<file path="src/pkg/rtc_alarm_consts.vh">
// constants for the alarm and backup-gating block
`ifndef RTC_ALARM_CONSTS_VH
`define RTC_ALARM_CONSTS_VH
// ******************************************************
// register offsets (register index on the bus)
// ******************************************************
`define RA_SEC_MATCH 4'h0
`define RA_MIN_MATCH 4'h1
`define RA_HOUR_MATCH 4'h2
`define RA_DATE_MATCH 4'h3
`define RA_MONTH_MATCH 4'h4
`define RA_WDAY_MATCH 4'h5
`define RA_INT_CTRL 4'h6
`define RA_STATUS 4'h7
`define RA_PWR_CTRL 4'h8
// ******************************************************
// field positions
// ******************************************************
`define MATCH_EN_BIT 7
`define INT_ALARM_ZERO_ENABLE_BIT 5
`define INT_IM_BIT 7
`define STAT_AL0_BIT 0
`define PWR_BSW_BIT 0
`define PWR_SERIAL_BUS_IN_BACKUP_BIT 1
// ******************************************************
// reset values
// ******************************************************
`define MATCH_RST 8'h00
`define INT_RST 8'h00
`define PWR_BSW_RST 1'b1
`define PWR_SERIAL_BUS_IN_BACKUP_RST 1'b0
// ******************************************************
// timing
// ******************************************************
`define IRQ_PULSE_NS 1000
`define CLK_NS 10
// pulse length in mclk cycles, sized for the 7-bit pulse counter
// (IRQ_PULSE_NS rounded up to whole CLK_NS periods)
`define IRQ_PULSE_CYC 7'h64
`endif

</file>
<file path="src/verilog/sync2.v">
// two-flop synchroniser for one level from outside the clock domain
`timescale 1ns/1ps
module sync2 (
	input wire mclk,
	input wire rst_n,
	input wire ce,
	input wire d,
	output wire q
);
	reg s1_r; // first stage, read only by s2_r
	reg s2_r; // second stage, safe to use
	// ******************************************************
	// two stages
	// ******************************************************
	always @(posedge mclk) begin
		if (!rst_n) begin
			s1_r <= 1'b0;
			s2_r <= 1'b0;
		end else if (ce) begin
			s1_r <= d;
			s2_r <= s1_r;
		end
	end
	assign q = s2_r;
endmodule

</file>
<file path="src/verilog/field_match.v">
// one alarm field compare: enable bit plus bcd target
`timescale 1ns/1ps
`include "rtc_alarm_consts.vh"
module field_match (
	input wire [7:0] match_reg,
	input wire [6:0] cur_value,
	output wire hit
);
	// ******************************************************
	// compare
	// ******************************************************
	// a disabled field (incl. all-zero register) always agrees
	assign hit = ~match_reg[`MATCH_EN_BIT] |
		(match_reg[6:0] == cur_value);
endmodule

</file>
<file path="src/verilog/rtc_alarm_gate.v">
// alarm 0 matching and backup-mode bus gating of a serial rtc
// Operation
// - bus off whenever supply below reset threshold
// - mode 00: trip switchover, bus above reset, irq pin off in backup
// - mode 01: vdd<vbat switchover, bus above reset, in backup also needs vbat above reset
// - mode 10: like 00, irq pin kept active
// - mode 11: bus only above max(reset,vbat)
// - six fields; all-zero register is ignored
// - bit 7 enables field, rest is bcd
// - hour field holds bcd hour below enable
// - alarm fires only with enable bit 5
// - repeat select 0 gives single event
// - flag set when seconds roll to match
// - repeat select 1 pulses on each match
// - repeat select is interrupt control bit 7
// - repeat mode sets flag every trigger
// - power-up defaults to legacy switchover
`timescale 1ns/1ps
`include "rtc_alarm_consts.vh"
module rtc_alarm_gate (
	input wire mclk,
	input wire rst_n,
	input wire ce,
	// register port of the device (from the bus front end)
	input wire reg_wr,
	input wire reg_rd,
	input wire [3:0] reg_addr,
	input wire [7:0] reg_wdata,
	output reg [7:0] reg_rdata,
	// 1 hz time base, from the oscillator domain
	input wire tick_1hz,
	// current time, bcd, already updated on each tick
	input wire [6:0] cur_sec,
	input wire [6:0] cur_min,
	input wire [5:0] cur_hour,
	input wire [5:0] cur_date,
	input wire [4:0] cur_month,
	input wire [2:0] cur_wday,
	// supervisor comparator flags (asynchronous)
	input wire vdd_above_reset,
	input wire vdd_above_trip,
	input wire vdd_above_vbat,
	input wire vbat_above_reset,
	// outputs
	output wire bus_enable,
	output wire in_backup,
	output wire frequency_or_interrupt_pin_active,
	output wire alarm_irq,
	output wire alarm_zero_flag
);
	// ******************************************************
	// input synchronisers
	// ******************************************************
	wire tick_s; // synchronised 1 hz level
	wire vdd_rst_s; // vdd above reset threshold
	wire vdd_trip_s; // vdd above trip threshold
	wire vdd_vbat_s; // vdd above backup supply
	wire vbat_rst_s; // backup supply above reset threshold
	sync2 u_sync_tick (.mclk(mclk), .rst_n(rst_n), .ce(ce),
		.d(tick_1hz), .q(tick_s));
	sync2 u_sync_vr (.mclk(mclk), .rst_n(rst_n), .ce(ce),
		.d(vdd_above_reset), .q(vdd_rst_s));
	sync2 u_sync_vt (.mclk(mclk), .rst_n(rst_n), .ce(ce),
		.d(vdd_above_trip), .q(vdd_trip_s));
	sync2 u_sync_vb (.mclk(mclk), .rst_n(rst_n), .ce(ce),
		.d(vdd_above_vbat), .q(vdd_vbat_s));
	sync2 u_sync_br (.mclk(mclk), .rst_n(rst_n), .ce(ce),
		.d(vbat_above_reset), .q(vbat_rst_s));

	// ******************************************************
	// registers
	// ******************************************************
	reg [7:0] sec_match_r; // alarm0_second_match
	reg [7:0] min_match_r; // alarm0_minute_match
	reg [7:0] hour_match_r; // alarm0_hour_match
	reg [7:0] date_match_r; // alarm0_date_match
	reg [7:0] month_match_r; // alarm0_month_match
	reg [7:0] wday_match_r; // alarm0_weekday_match
	reg [7:0] int_ctrl_r; // interrupt_control
	reg al0_flag_r; // alarm_zero_flag
	reg bsw_r; // backup_switch_select
	reg serial_bus_in_backup_r; // serial_bus_in_backup
	reg single_done_r; // single event already fired
	reg tick_d_r; // previous tick level
	reg tick_seen_r; // tick edge delayed one cycle
	reg [6:0] pulse_cnt_r; // irq pulse length counter
	reg [6:0] pulse_cnt_nxt;

	wire alarm_zero_enable = int_ctrl_r[`INT_ALARM_ZERO_ENABLE_BIT];
	wire interrupt_repeat_select = int_ctrl_r[`INT_IM_BIT];

	// ******************************************************
	// register writes
	// ******************************************************
	always @(posedge mclk) begin
		if (!rst_n) begin
			sec_match_r <= `MATCH_RST;
			min_match_r <= `MATCH_RST;
			hour_match_r <= `MATCH_RST;
			date_match_r <= `MATCH_RST;
			month_match_r <= `MATCH_RST;
			wday_match_r <= `MATCH_RST;
			int_ctrl_r <= `INT_RST;
			bsw_r <= `PWR_BSW_RST;
			serial_bus_in_backup_r <= `PWR_SERIAL_BUS_IN_BACKUP_RST;
		end else if (ce && reg_wr && bus_enable) begin
			// writes only land while the bus is alive
			case (reg_addr)
			`RA_SEC_MATCH: begin
				sec_match_r <= reg_wdata;
			end
			`RA_MIN_MATCH: begin
				min_match_r <= reg_wdata;
			end
			`RA_HOUR_MATCH: begin
				hour_match_r <= reg_wdata;
			end
			`RA_DATE_MATCH: begin
				date_match_r <= reg_wdata;
			end
			`RA_MONTH_MATCH: begin
				month_match_r <= reg_wdata;
			end
			`RA_WDAY_MATCH: begin
				wday_match_r <= reg_wdata;
			end
			`RA_INT_CTRL: begin
				int_ctrl_r <= reg_wdata;
			end
			`RA_PWR_CTRL: begin
				bsw_r <= reg_wdata[`PWR_BSW_BIT];
				serial_bus_in_backup_r <= reg_wdata[`PWR_SERIAL_BUS_IN_BACKUP_BIT];
			end
			default: begin
				// unmapped: ignored
			end
			endcase
		end
	end

	// ******************************************************
	// register reads
	// ******************************************************
	// read data is registered; unmapped and dead-bus reads give zero
	always @(posedge mclk) begin
		if (!rst_n) begin
			reg_rdata <= 8'h00;
		end else if (ce && reg_rd) begin
			if (!bus_enable) begin
				reg_rdata <= 8'h00;
			end else begin
				case (reg_addr)
				`RA_SEC_MATCH: reg_rdata <= sec_match_r;
				`RA_MIN_MATCH: reg_rdata <= min_match_r;
				`RA_HOUR_MATCH: reg_rdata <= hour_match_r;
				`RA_DATE_MATCH: reg_rdata <= date_match_r;
				`RA_MONTH_MATCH: reg_rdata <= month_match_r;
				`RA_WDAY_MATCH: reg_rdata <= wday_match_r;
				`RA_INT_CTRL: reg_rdata <= int_ctrl_r;
				`RA_STATUS: reg_rdata <= {7'h00, al0_flag_r};
				`RA_PWR_CTRL: reg_rdata <= {6'h00, serial_bus_in_backup_r, bsw_r};
				default: reg_rdata <= 8'h00;
				endcase
			end
		end
	end

	// ******************************************************
	// backup switchover and bus gating
	// ******************************************************
	// legacy select switches on vdd<vbat, standard on the trip point
	assign in_backup = bsw_r ? ~vdd_vbat_s : ~vdd_trip_s;
	reg bus_ok;
	always @* begin
		case ({serial_bus_in_backup_r, bsw_r})
		2'b00: bus_ok = vdd_rst_s;
		2'b01: bus_ok = vdd_rst_s & (vbat_rst_s | ~in_backup);
		2'b10: bus_ok = vdd_rst_s;
		2'b11: bus_ok = vdd_rst_s & vdd_vbat_s;
		default: bus_ok = 1'b0;
		endcase
	end
	// below the reset threshold nothing talks, whatever the mode
	assign bus_enable = bus_ok & vdd_rst_s;
	// standard mode without serial_bus_in_backup shuts the pin down in backup
	assign frequency_or_interrupt_pin_active = ~in_backup | serial_bus_in_backup_r | bsw_r;

	// ******************************************************
	// once-per-second compare strobe
	// ******************************************************
	// wait one cycle after the edge so the time fields are settled
	always @(posedge mclk) begin
		if (!rst_n) begin
			tick_d_r <= 1'b0;
			tick_seen_r <= 1'b0;
		end else if (ce) begin
			tick_d_r <= tick_s;
			tick_seen_r <= tick_s & ~tick_d_r;
		end
	end

	// ******************************************************
	// field comparators
	// ******************************************************
	wire [5:0] hits;
	field_match u_fm_sec (.match_reg(sec_match_r),
		.cur_value(cur_sec), .hit(hits[0]));
	field_match u_fm_min (.match_reg(min_match_r),
		.cur_value(cur_min), .hit(hits[1]));
	field_match u_fm_hour (.match_reg(hour_match_r),
		.cur_value({1'b0, cur_hour}), .hit(hits[2]));
	field_match u_fm_date (.match_reg(date_match_r),
		.cur_value({1'b0, cur_date}), .hit(hits[3]));
	field_match u_fm_month (.match_reg(month_match_r),
		.cur_value({2'b00, cur_month}), .hit(hits[4]));
	field_match u_fm_wday (.match_reg(wday_match_r),
		.cur_value({4'h0, cur_wday}), .hit(hits[5]));
	// no field enabled means no alarm at all
	wire any_en = sec_match_r[7] | min_match_r[7] | hour_match_r[7] |
		date_match_r[7] | month_match_r[7] | wday_match_r[7];
	wire match_all = &hits & any_en;
	wire trigger = tick_seen_r & match_all & alarm_zero_enable &
		(interrupt_repeat_select | ~single_done_r);

	// ******************************************************
	// status flag and single-event latch
	// ******************************************************
	// reading status clears the flag; a trigger in that cycle wins
	wire stat_rd = ce & reg_rd & bus_enable & (reg_addr == `RA_STATUS);
	always @(posedge mclk) begin
		if (!rst_n) begin
			al0_flag_r <= 1'b0;
			single_done_r <= 1'b0;
		end else if (ce) begin
			if (trigger) begin
				al0_flag_r <= 1'b1;
			end else if (stat_rd) begin
				al0_flag_r <= 1'b0;
			end
			// rearm single mode when alarm setup is rewritten
			if (trigger && !interrupt_repeat_select) begin
				single_done_r <= 1'b1;
			end else if (reg_wr && bus_enable &&
				reg_addr <= `RA_INT_CTRL) begin
				single_done_r <= 1'b0;
			end
		end
	end
	assign alarm_zero_flag = al0_flag_r;

	// ******************************************************
	// interrupt output
	// ******************************************************
	// repeat mode gives a fixed pulse; single mode follows the flag
	always @* begin
		pulse_cnt_nxt = pulse_cnt_r;
		if (trigger && interrupt_repeat_select) begin
			pulse_cnt_nxt = `IRQ_PULSE_CYC;
		end else if (pulse_cnt_r != 7'h00) begin
			pulse_cnt_nxt = pulse_cnt_r - 7'h01;
		end
	end
	always @(posedge mclk) begin
		if (!rst_n) begin
			pulse_cnt_r <= 7'h00;
		end else if (ce) begin
			pulse_cnt_r <= pulse_cnt_nxt;
		end
	end
	// gated off when the pin is not powered in backup
	assign alarm_irq = frequency_or_interrupt_pin_active & (interrupt_repeat_select ?
		(pulse_cnt_r != 7'h00) : al0_flag_r);
endmodule

</file>
<file path="config.mk">
export PLATFORM = sky130hd
export DESIGN_NAME = rtc_alarm_gate
export DESIGN_NICKNAME = d
export VERILOG_FILES = /design/src/verilog/sync2.v /design/src/verilog/field_match.v /design/src/verilog/rtc_alarm_gate.v
export VERILOG_INCLUDE_DIRS = /design/src /design/src/pkg
export SDC_FILE = /design/constraint.sdc
export NUM_CORES = 1
export LEC_CHECK = 0
export BUFFER_PORTS_ARGS = -buffer_cell sky130_fd_sc_hd__buf_2
export CORE_MARGIN = 5
export CORE_UTILIZATION = 45
export CTS_BUF_LIST = sky130_fd_sc_hd__clkbuf_4 sky130_fd_sc_hd__clkbuf_8 sky130_fd_sc_hd__clkbuf_16
export CTS_CLUSTER_SIZE = 28
export DETAILED_ROUTE_END_ITERATION = 7
export HOLD_SLACK_MARGIN = 0.1
export PLACE_DENSITY = 0.67
export SYNTH_ARGS = -nofsm -noshare
export SYNTH_HDL_FRONTEND = slang
export SYNTH_SLANG_ARGS = --single-unit
export TNS_END_PERCENT = 30
</file>
<file path="constraint.sdc">
create_clock -name mclk -period 4.9 [get_ports mclk]
set_clock_uncertainty 0.05 [all_clocks]
set_input_delay 0.735 -clock mclk [delete_from_list [all_inputs] [get_ports mclk]]
set_output_delay 0.735 -clock mclk [all_outputs]
set_load 0.03 [all_outputs]
</file>
---- Word level (Yosys, flattened, before mapping) ----
Index checks and enable logic that the tools add are counted.
storage, ports and cells
  logic and storage cells ................. 120
  register bits ........................... 87
  input port bits ......................... 56
cells by class
  mux-type cells .......................... 11
  eq/ne operators ......................... 17
  bitwise gates (word level) .............. 38
  order comparisons ....................... 1
  reductions and logical operators ........ 27
  $add $sub $neg .......................... 1
operators by type and width
  cell                   count
  $pmux W8 S9            1
  $reduce_and A2 Y1      11
  $eq A4 B3 Y1 const B   4
  $or A1 B1 Y1           15
  $eq A7 B6 Y1           2
  $eq A7 B7 Y1           2
  $mux W7                2
  $and A1 B1 Y1          12
  $not A1 Y1             11
  $eq A4 B2 Y1 const B   2
  $mux W8                1
  $eq A7 B3 Y1           1
  $eq A7 B5 Y1           1
  $logic_and A1 B1 Y1    7
  $reduce_bool A7 Y1     1
  $sub A7 B1 Y7 const B  1
  $mux W1                6
  $reduce_and A6 Y1      1
  $reduce_bool A2 Y1     3
  $eq A2 B2 Y1 const B   2
  $eq A4 B1 Y1 const B   1
  $eq A4 B4 Y1 const B   1
  $le A4 B3 Y1 const B   1
  $logic_not A4 Y1       1
  5 further kinds        5

---- Logic depth before layout (Yosys ltp) ----
Gate-level depths: netlist of run 1.
  depth after elaboration ................. 12
  gate-level depth with buffers ........... 8
  mapped depth without buffers ............ 7

---- Modules after synthesis ----
From an unflattened synthesis of run 1, not the netlist that was laid out.
second synthesis, totals
  cell total of the unflattened synthesis .. 484
  area total of the unflattened synthesis .. 4647.0 um^2
by module, submodules not included
  module          area each (um^2)  sequential area each (um^2)  instances  cells each
  rtc_alarm_gate  3781.1            1541.5                       1          400
  field_match     83.8              0.0                          6          9
  sync2           72.6              40.0                         5          6

---- Least setup slack after synthesis of run 1 ----
OpenSTA, ideal clock, no wires.
  path type ............................... input to register
  start ................................... input port cur_date[3]
  end ..................................... register pulse_cnt_r[3]
  buffers on the path ..................... 1
  slack ................................... 2.560 ns
  stages on the path ...................... 7
  library setup time ...................... 0.117 ns
  data required time ...................... 4.733 ns
  arrival ................................. 2.173 ns
  cells stage by stage .................... xor2_1 -> or4_1 -> o41ai_1 -> and4_1 -> buf_6 -> nand2_4 -> a32o_1
on the way
  cells in the longest elaborated chain, start to end .. 10
  elaborated cells on any way between the ends .. 11
  those cells by class .................... eq/ne (1); mux (1); bitwise (5); reduce/logical (4)
ends and longest elaborated chain
  item                                 RTL line              source
  start: declaration                   rtc_alarm_gate.v:36   input wire [5:0] cur_date,
  $eq A7 B6 Y1 *                       field_match.v:14      (match_reg[6:0] == cur_value);
  $or A1 B1 Y1 *                       field_match.v:13      assign hit = ~match_reg[`MATCH_EN_BIT] |
  $reduce_and A6 Y1 *                  rtc_alarm_gate.v:221  wire match_all = &hits & any_en;
  $and A1 B1 Y1 *                      rtc_alarm_gate.v:221
  $and A1 B1 Y1 * (3 in series)        rtc_alarm_gate.v:222  wire trigger = tick_seen_r & match_all & alarm_zero_enable &
  $logic_and A1 B1 Y1 *                rtc_alarm_gate.v:257  if (trigger && interrupt_repeat_select) begin
  $reduce_bool A2 Y1 (no source line)  --
  $reduce_and A2 Y1 (no source line)   --
  end signal: assignment               rtc_alarm_gate.v:267  pulse_cnt_r <= pulse_cnt_nxt;
  end: declaration                     rtc_alarm_gate.v:86   reg [6:0] pulse_cnt_r;
Mark *: on every way between the ends. The rest lies on a longest branch, timed or not.
A chain may end at the register's enable or synchronous reset.

---- Worst setup path in the final report of run 1 ----
  start ................................... input port ce
  end ..................................... register month_match_r[5]
on the way
  cells in the longest elaborated chain, start to end .. 3
ends and longest elaborated chain
  item                                RTL line              source
  start: declaration                  rtc_alarm_gate.v:23   input wire ce,
  $logic_and A1 B1 Y1 (2 in series)   rtc_alarm_gate.v:106  end else if (ce && reg_wr && bus_enable) begin
  $reduce_and A2 Y1 (no source line)  --
  end signal: assignment              rtc_alarm_gate.v:101  month_match_r <= `MATCH_RST;
  end signal: assignment              rtc_alarm_gate.v:122  month_match_r <= reg_wdata;
  end: declaration                    rtc_alarm_gate.v:77   reg [7:0] month_match_r;
Every way passes these cells.

==> results.json, run 1 <==
{
  "reg2reg_to": "month_match_r[5]$_SDFFE_PN0P_",
  "cp.arrival_ps": 3000,
  "n_antenna_cell": 0,
  "tns_ps": 0,
  "hold_end": "int_ctrl_r[4]$_SDFFE_PN0P_",
  "viasPerCell": 5.519,
  "rsz0062_at_grt": "false",
  "synth_mux_area_share_pct": 17.82,
  "place.gp.congestion": 0.8726,
  "synthArstFlopShare_pct": 0,
  "drt_first_pass_iters": 5,
  "min_path_type": "reg -> reg",
  "cts_resized": 0,
  "layout_common_cells": "dfxtp_1, buf_2, mux2i_1",
  "cts_sinks": 87,
  "cp-start-kind": "input port",
  "die_area_sq_um": 12190,
  "io_buffers": 68,
  "vias": 3720,
  "ir_drop_mv": 0.1932,
  "grt_usage_pct": 19.50,
  "route.detailed.drc": 0,
  "antenna_left": 0,
  "ys_top_cells_by_area": "dfxtp_1, mux2i_1, nor2b_1",
  "placed_cells": 659,
  "hpwl_um": 8824,
  "area_delta_synth_final_pct": 13.40,
  "r2r_slack_ps": 2420,
  "fill_cells": 959,
  "grt_max_degree": 48,
  "grt_remaining_overflow": 0,
  "synth_xor_area_share_pct": 6.564,
  "routed_wl_um": 11930,
  "synth_flop_cell": "dfxtp_1",
  "cts_inserted_buffers": 9,
  "core_area_sq_um": 9819,
  "first_iter_violations": 381,
  "post-cts-setup-buffers": 0,
  "hold_buffers": 0,
  "start_util_pct": 46.20,
  "cts_max_path_buffers": 2,
  "synth_fa_ha_area_share_pct": 0.5516,
  "period_needed_ps": 2808,
  "max_slew_margin_pct": 39.90,
  "final_nets": 595,
  "antenna_found_initial": 0,
  "reg2reg_from": "u_sync_br.q$_SDFFE_PN0P_",
  "powerDensity_nw_per_um2": 311.1,
  "clk_latency_ps": 350,
  "holdPathStages": 2,
  "layout-drive-gt1-share_pct": 18.48,
  "fmax_mhz": 356.2,
  "yosysSeqAreaShare_pct": 38.39,
  "finalHoldViolations": 0,
  "syn_nets": 541,
  "rows": 36,
  "wl_per_cell_um": 17.70,
  "cp.required_ps": 5090,
  "outcome": "complete, no violations",
  "end_kind": "flip-flop",
  "cts.clk_slew.worst_paths_ps": 80,
  "synth_cells": 483,
  "worstHoldStart": "int_ctrl_r[4]$_SDFFE_PN0P_",
  "cts_htree_levels": 3,
  "synth.distinct_cells": 57,
  "worst_pin_slew_ps": 894.8,
  "synth_top_area_cell": "dfxtp_1",
  "p_leak_nw": 2.185,
  "synth_top_family_by_area": "simple AND/OR/NAND/NOR gates",
  "yosysWarnings": 0,
  "grt_pass1_wl_um": 19430,
  "chipWidth_um": 110.4,
  "fin_crit_sh_pct": 57.30,
  "synth.top_cell.area_share_pct": 38.39,
  "cp_max_fo": 25,
  "syn_area_sq_um": 4537,
  "slew_viol_final": 0,
  "synth_edf_count": 0,
  "layout.cells.non_filler": 674,
  "die_h_um": 110.4,
  "reg2regPathDepth": 6,
  "yosys.area_share.simple_pct": 21.98,
  "final_common_cell": "dfxtp_1",
  "cts_tree": "done",
  "avgSynthCellArea_sq_um": 9.393,
  "setup_violations": 0,
  "grt_pass1_vias": 3672,
  "num_io_pins": 69,
  "synth-seq-cells": 87,
  "clock-root-buffer": "clkbuf_8",
  "cap_viol_max_count": 0,
  "critPathKind": "in -> reg",
  "synth-compound-area-share_pct": 11.50
}
[synthesized netlist by cell type, types with 3 or more instances]
library cell,number
a21boi_0,18
o41ai_1,3
mux2i_1,65
clkbuf_1,20
buf_2,5
inv_1,7
nand3_1,24
nor2b_1,59
a22oi_1,6
and2_1,5
or3_1,3
and3_1,4
nor2_1,10
xor2_1,19
mux4_2,6
o21ai_0,16
nand2_1,48
nor3_1,3
dfxtp_1,87
nand4_1,6
xnor2_1,15
o21ai_1,3
nor4_1,3
a21oi_1,5
[layout make-up]
| class | instances | area, sq um | area share (%) |
|---|---|---|---|
| Multi-Input combinational cell | 361 | 2650 | 51.51 |
| Tap cell | 133 | 166.4 | 3.234 |
| Inverter | 8 | 30.03 | 0.5837 |
| Timing Repair Buffer | 70 | 355.3 | 6.907 |
| Clock inverter | 3 | 42.54 | 0.8268 |
| Sequential cell | 87 | 1742 | 33.85 |
| Clock buffer | 12 | 158.9 | 3.089 |
[logic make-up (layout without fill, tap and decap cells)]
kind of cell | count (synthesis) | in the layout
AND/OR/NAND/NOR | 179 | 179
flip-flops | 87 | 87
AO/OA/AOI/OAI | 73 | 73
multiplexers | 73 | 73
buffers and inverters | 35 | 93
XOR/XNOR | 34 | 34
adder cells (fa/ha/maj) | 2 | 2
[where the power goes]
part           internal, W  switching (W)  leakage, nW
Sequential        0.000737      0.0000333        0.703
Clock             0.000266       0.000250        0.102
Combinational     0.000140       0.000174         1.38
Total              0.00114       0.000458         2.18
[state kept, by name, indices dropped and copies added (netlist names), 7 cells and up]
register	cells
int_ctrl_r	8
hour_match_r	8
wday_match_r	8
sec_match_r	8
pulse_cnt_r	7
min_match_r	8
date_match_r	8
reg_rdata	8
month_match_r	8
[worst max-delay path: stages]
cell,delay (ps)
buf_2,430
nand2_1,240
nor4_4,720
nand2_1,510
mux2i_1,290
nor2b_1,70
[layer usage]
metal / part of all wire, % / vias up / GRT usage, %
met1: 47 / 1777 / 27.54
li1: - / 1807 / -
met2: 47 / 123 / 31.03
met4: 1.2 / 0 / 4.433
met3: 4.4 / 13 / 3.556
met5: 0 / - / 0
[stage by stage]
step	worst slack [ps]	power, W	hold slack [ps]	area, sq um	utilization, %
2_1_floorplan	2560	0.001006	390.3	4537	-
3_3_place_gp	1864	0.001085	405.9	4943	50.34
3_5_place_dp	1729	0.001093	412.1	4943	50.34
4_1_cts	2109	0.001601	423.7	5145	52.40
5_1_grt	1872	0.001681	445.2	5145	52.40
6_report	2092	0.001600	420.7	5145	52.40
[how the worst max path moves through the flow]
stage	startpoint	to	slack [ps]	cells after the start
after floorplan	cur_date[3]	pulse_cnt_r[3]$_SDFFE_PN0P_	2560	7
after CTS	ce	month_match_r[6]$_SDFFE_PN0P_	2110	6
after global placement	ce	month_match_r[2]$_SDFFE_PN0P_	1860	6
after global routing	ce	month_match_r[4]$_SDFFE_PN0P_	1870	6
after detailed placement	ce	month_match_r[6]$_SDFFE_PN0P_	1730	6
final	ce	month_match_r[5]$_SDFFE_PN0P_	2090	6
No activity file was read; power rests on OpenSTA's default activity.
==> inputs of run 2 (changes only) <==
--- a/config.mk
+++ b/config.mk
@@ -13,7 +13,7 @@
 export CTS_CLUSTER_SIZE = 28
 export DETAILED_ROUTE_END_ITERATION = 7
 export HOLD_SLACK_MARGIN = 0.1
-export PLACE_DENSITY = 0.67
+export PLACE_DENSITY = 0.69
 export SYNTH_ARGS = -nofsm -noshare
 export SYNTH_HDL_FRONTEND = slang
 export SYNTH_SLANG_ARGS = --single-unit
==> constraint.sdc (replaced) <==
create_clock -name mclk -period 2.4 [get_ports mclk]
set_clock_uncertainty 0.05 [all_clocks]
set_input_delay 0.36 -clock mclk [delete_from_list [all_inputs] [get_ports mclk]]
set_output_delay 0.36 -clock mclk [all_outputs]
set_load 0.03 [all_outputs]
==> run 2 against run 1 <==
Effect of this change:
- sequential share of layout area decreased by 0.88 points
- total power grew 110%
- cell count increased by 2.1%
- clock power rose by 120%
- first-iteration DRC count decreased by 28%
- via count is 2.7% higher
- highest routed layer unchanged
- largest power group unchanged
- combinational power increased by 110%
- sequential power is 110% higher
- die area did not move
- critical path depth is 1 lower
- largest cell class unchanged
==> results.json, run 2 (same netlist as run 1, synthesis figures left out) <==
{
  "outcome": "complete, no violations",
  "final_nets": 609,
  "route.detailed.drc": 0,
  "viasPerCell": 5.554,
  "num_io_pins": 69,
  "cts.clk_slew.worst_paths_ps": 80,
  "antenna_left": 0,
  "worstSetupEndpoint": "alarm_irq",
  "cpPeakStageDelay_ps": 370,
  "cp-start-kind": "flip-flop",
  "clk_latency_ps": 370,
  "cp_max_fo": 6,
  "cts_sinks": 87,
  "p_leak_nw": 2.269,
  "cts_tree": "done",
  "grt_remaining_overflow": 0,
  "critPathKind": "reg -> out",
  "start_util_pct": 46.20,
  "grt_pass1_vias": 3753,
  "fill_cells": 941,
  "whs_ps": 203.3,
  "first_iter_violations": 275,
  "clock-root-buffer": "clkbuf_8",
  "grt_max_degree": 41,
  "layout.cells.non_filler": 688,
  "routed_wl_um": 12060,
  "die_h_um": 110.4,
  "final_area_sq_um": 5283,
  "layout_common_cells": "dfxtp_1, buf_2, mux2i_1",
  "io_buffers": 68,
  "end_kind": "primary output",
  "grt_pass1_wl_um": 19710,
  "slew_viol_final": 0,
  "cts_max_path_buffers": 2,
  "reg2regPathDepth": 7,
  "rows": 36,
  "placed_cells": 673,
  "post_dp_cell_area_sq_um": 5061,
  "cp.required_ps": 1990,
  "die_area_sq_um": 12190,
  "ir_drop_mv": 0.3102,
  "r2r_slack_ps": 210,
  "cp_cell_sequence": "nor4_2 > and3_1 > nand2_1 > o211a_1 > buf_2",
  "cap_viol_max_count": 0,
  "cp_slowest_cell": "dfxtp_1",
  "fin_crit_sh_pct": 91.36,
  "cts_resized": 0,
  "n_antenna_cell": 0,
  "drt_first_pass_iters": 5,
  "wl_per_cell_um": 17.52,
  "layout-drive-gt1-share_pct": 20.72,
  "core_area_sq_um": 9819,
  "cts_inserted_buffers": 9,
  "setup_violations": 0,
  "rsz0062_at_grt": "false",
  "post-cts-setup-buffers": 0,
  "grt_usage_pct": 19.97,
  "crit_cells": 5,
  "min_path_type": "in -> reg",
  "crit_buf_inv": 1,
  "cpLargestDelayFamily": "simple AND/OR/NAND/NOR gates",
  "powerDensity_nw_per_um2": 636.1,
  "antenna_found_initial": 0,
  "post-route-util_pct": 53.80,
  "cts_htree_levels": 3,
  "reg2reg_to": "pulse_cnt_r[4]$_SDFFE_PN0P_",
  "reg2reg_from": "date_match_r[3]$_SDFFE_PN0P_",
  "startpoint": "pulse_cnt_r[2]$_SDFFE_PN0P_",
  "worst_pin_slew_ps": 651.5,
  "max_slew_margin_pct": 56.57,
  "fmax_mhz": 456.1,
  "tns_ps": 0,
  "period_needed_ps": 2193,
  "place.gp.congestion": 0.8471,
  "finalHoldViolations": 0,
  "chipWidth_um": 110.4,
  "area_delta_synth_final_pct": 16.44,
  "hold_buffers": 0,
  "hpwl_um": 8935,
  "cp.arrival_ps": 1780,
  "final_common_cell": "dfxtp_1",
  "vias": 3821
}
## run 2: where the power goes
group / internal (W) / total (W) / switching, W
Combinational: 0.000303 / 0.000652 / 0.000349
Clock: 0.000617 / 0.00113 / 0.000514
Sequential: 0.00150 / 0.00158 / 0.0000725
## run 2: tightest hold or removal path, cell delays in order
cell	delay (ps)
buf_2	70
mux2i_1	50
nor2b_1	90
## run 2: stage by stage
step	power (W)	setup WS [ps]
floorplan	0.002053	434.9
global placement	0.002225	117.9
detailed placement	0.002244	111.7
CTS	0.003366	117.1
global route	0.003556	8.432
finish	0.003360	207.4
## run 2: final cells by class
type	instances	area, sq um	share of cell area, %
clock buffer	11	145.1	2.748
clock inverter	4	70.07	1.326
inverter	8	30.03	0.5685
multi-input combinational	361	2656	50.28
sequential	87	1742	32.97
tap	133	166.4	3.150
timing repair buffer	84	473.0	8.953
## run 2: worst min path at each step
stage                                     startpoint                     endpoint  slack (ps)  depth (start not counted)
after detailed placement  int_ctrl_r[4]$_SDFFE_PN0P_   int_ctrl_r[4]$_SDFFE_PN0P_         410                          2
after floorplan           int_ctrl_r[4]$_SDFFE_PN0P_   int_ctrl_r[4]$_SDFFE_PN0P_         390                          2
after global routing                  vdd_above_vbat  u_sync_vb.s1_r$_SDFFE_PN0P_         230                          3
final                               vbat_above_reset  u_sync_br.s1_r$_SDFFE_PN0P_         200                          3
after global placement    int_ctrl_r[6]$_SDFFE_PN0P_   int_ctrl_r[6]$_SDFFE_PN0P_         400                          2
after CTS                           vbat_above_reset  u_sync_br.s1_r$_SDFFE_PN0P_         190                          3
## run 2: metal layers
| metal | track usage [%] | up-vias | wire length, um |
|---|---|---|---|
| li1 | - | 1837 | - |
| met1 | 27.51 | 1846 | 5497 |
| met2 | 29.98 | 119 | 5480 |
| met3 | 5.306 | 19 | 835 |
| met4 | 7.307 | 0 | 244 |
| met5 | 0 | - | 0 |
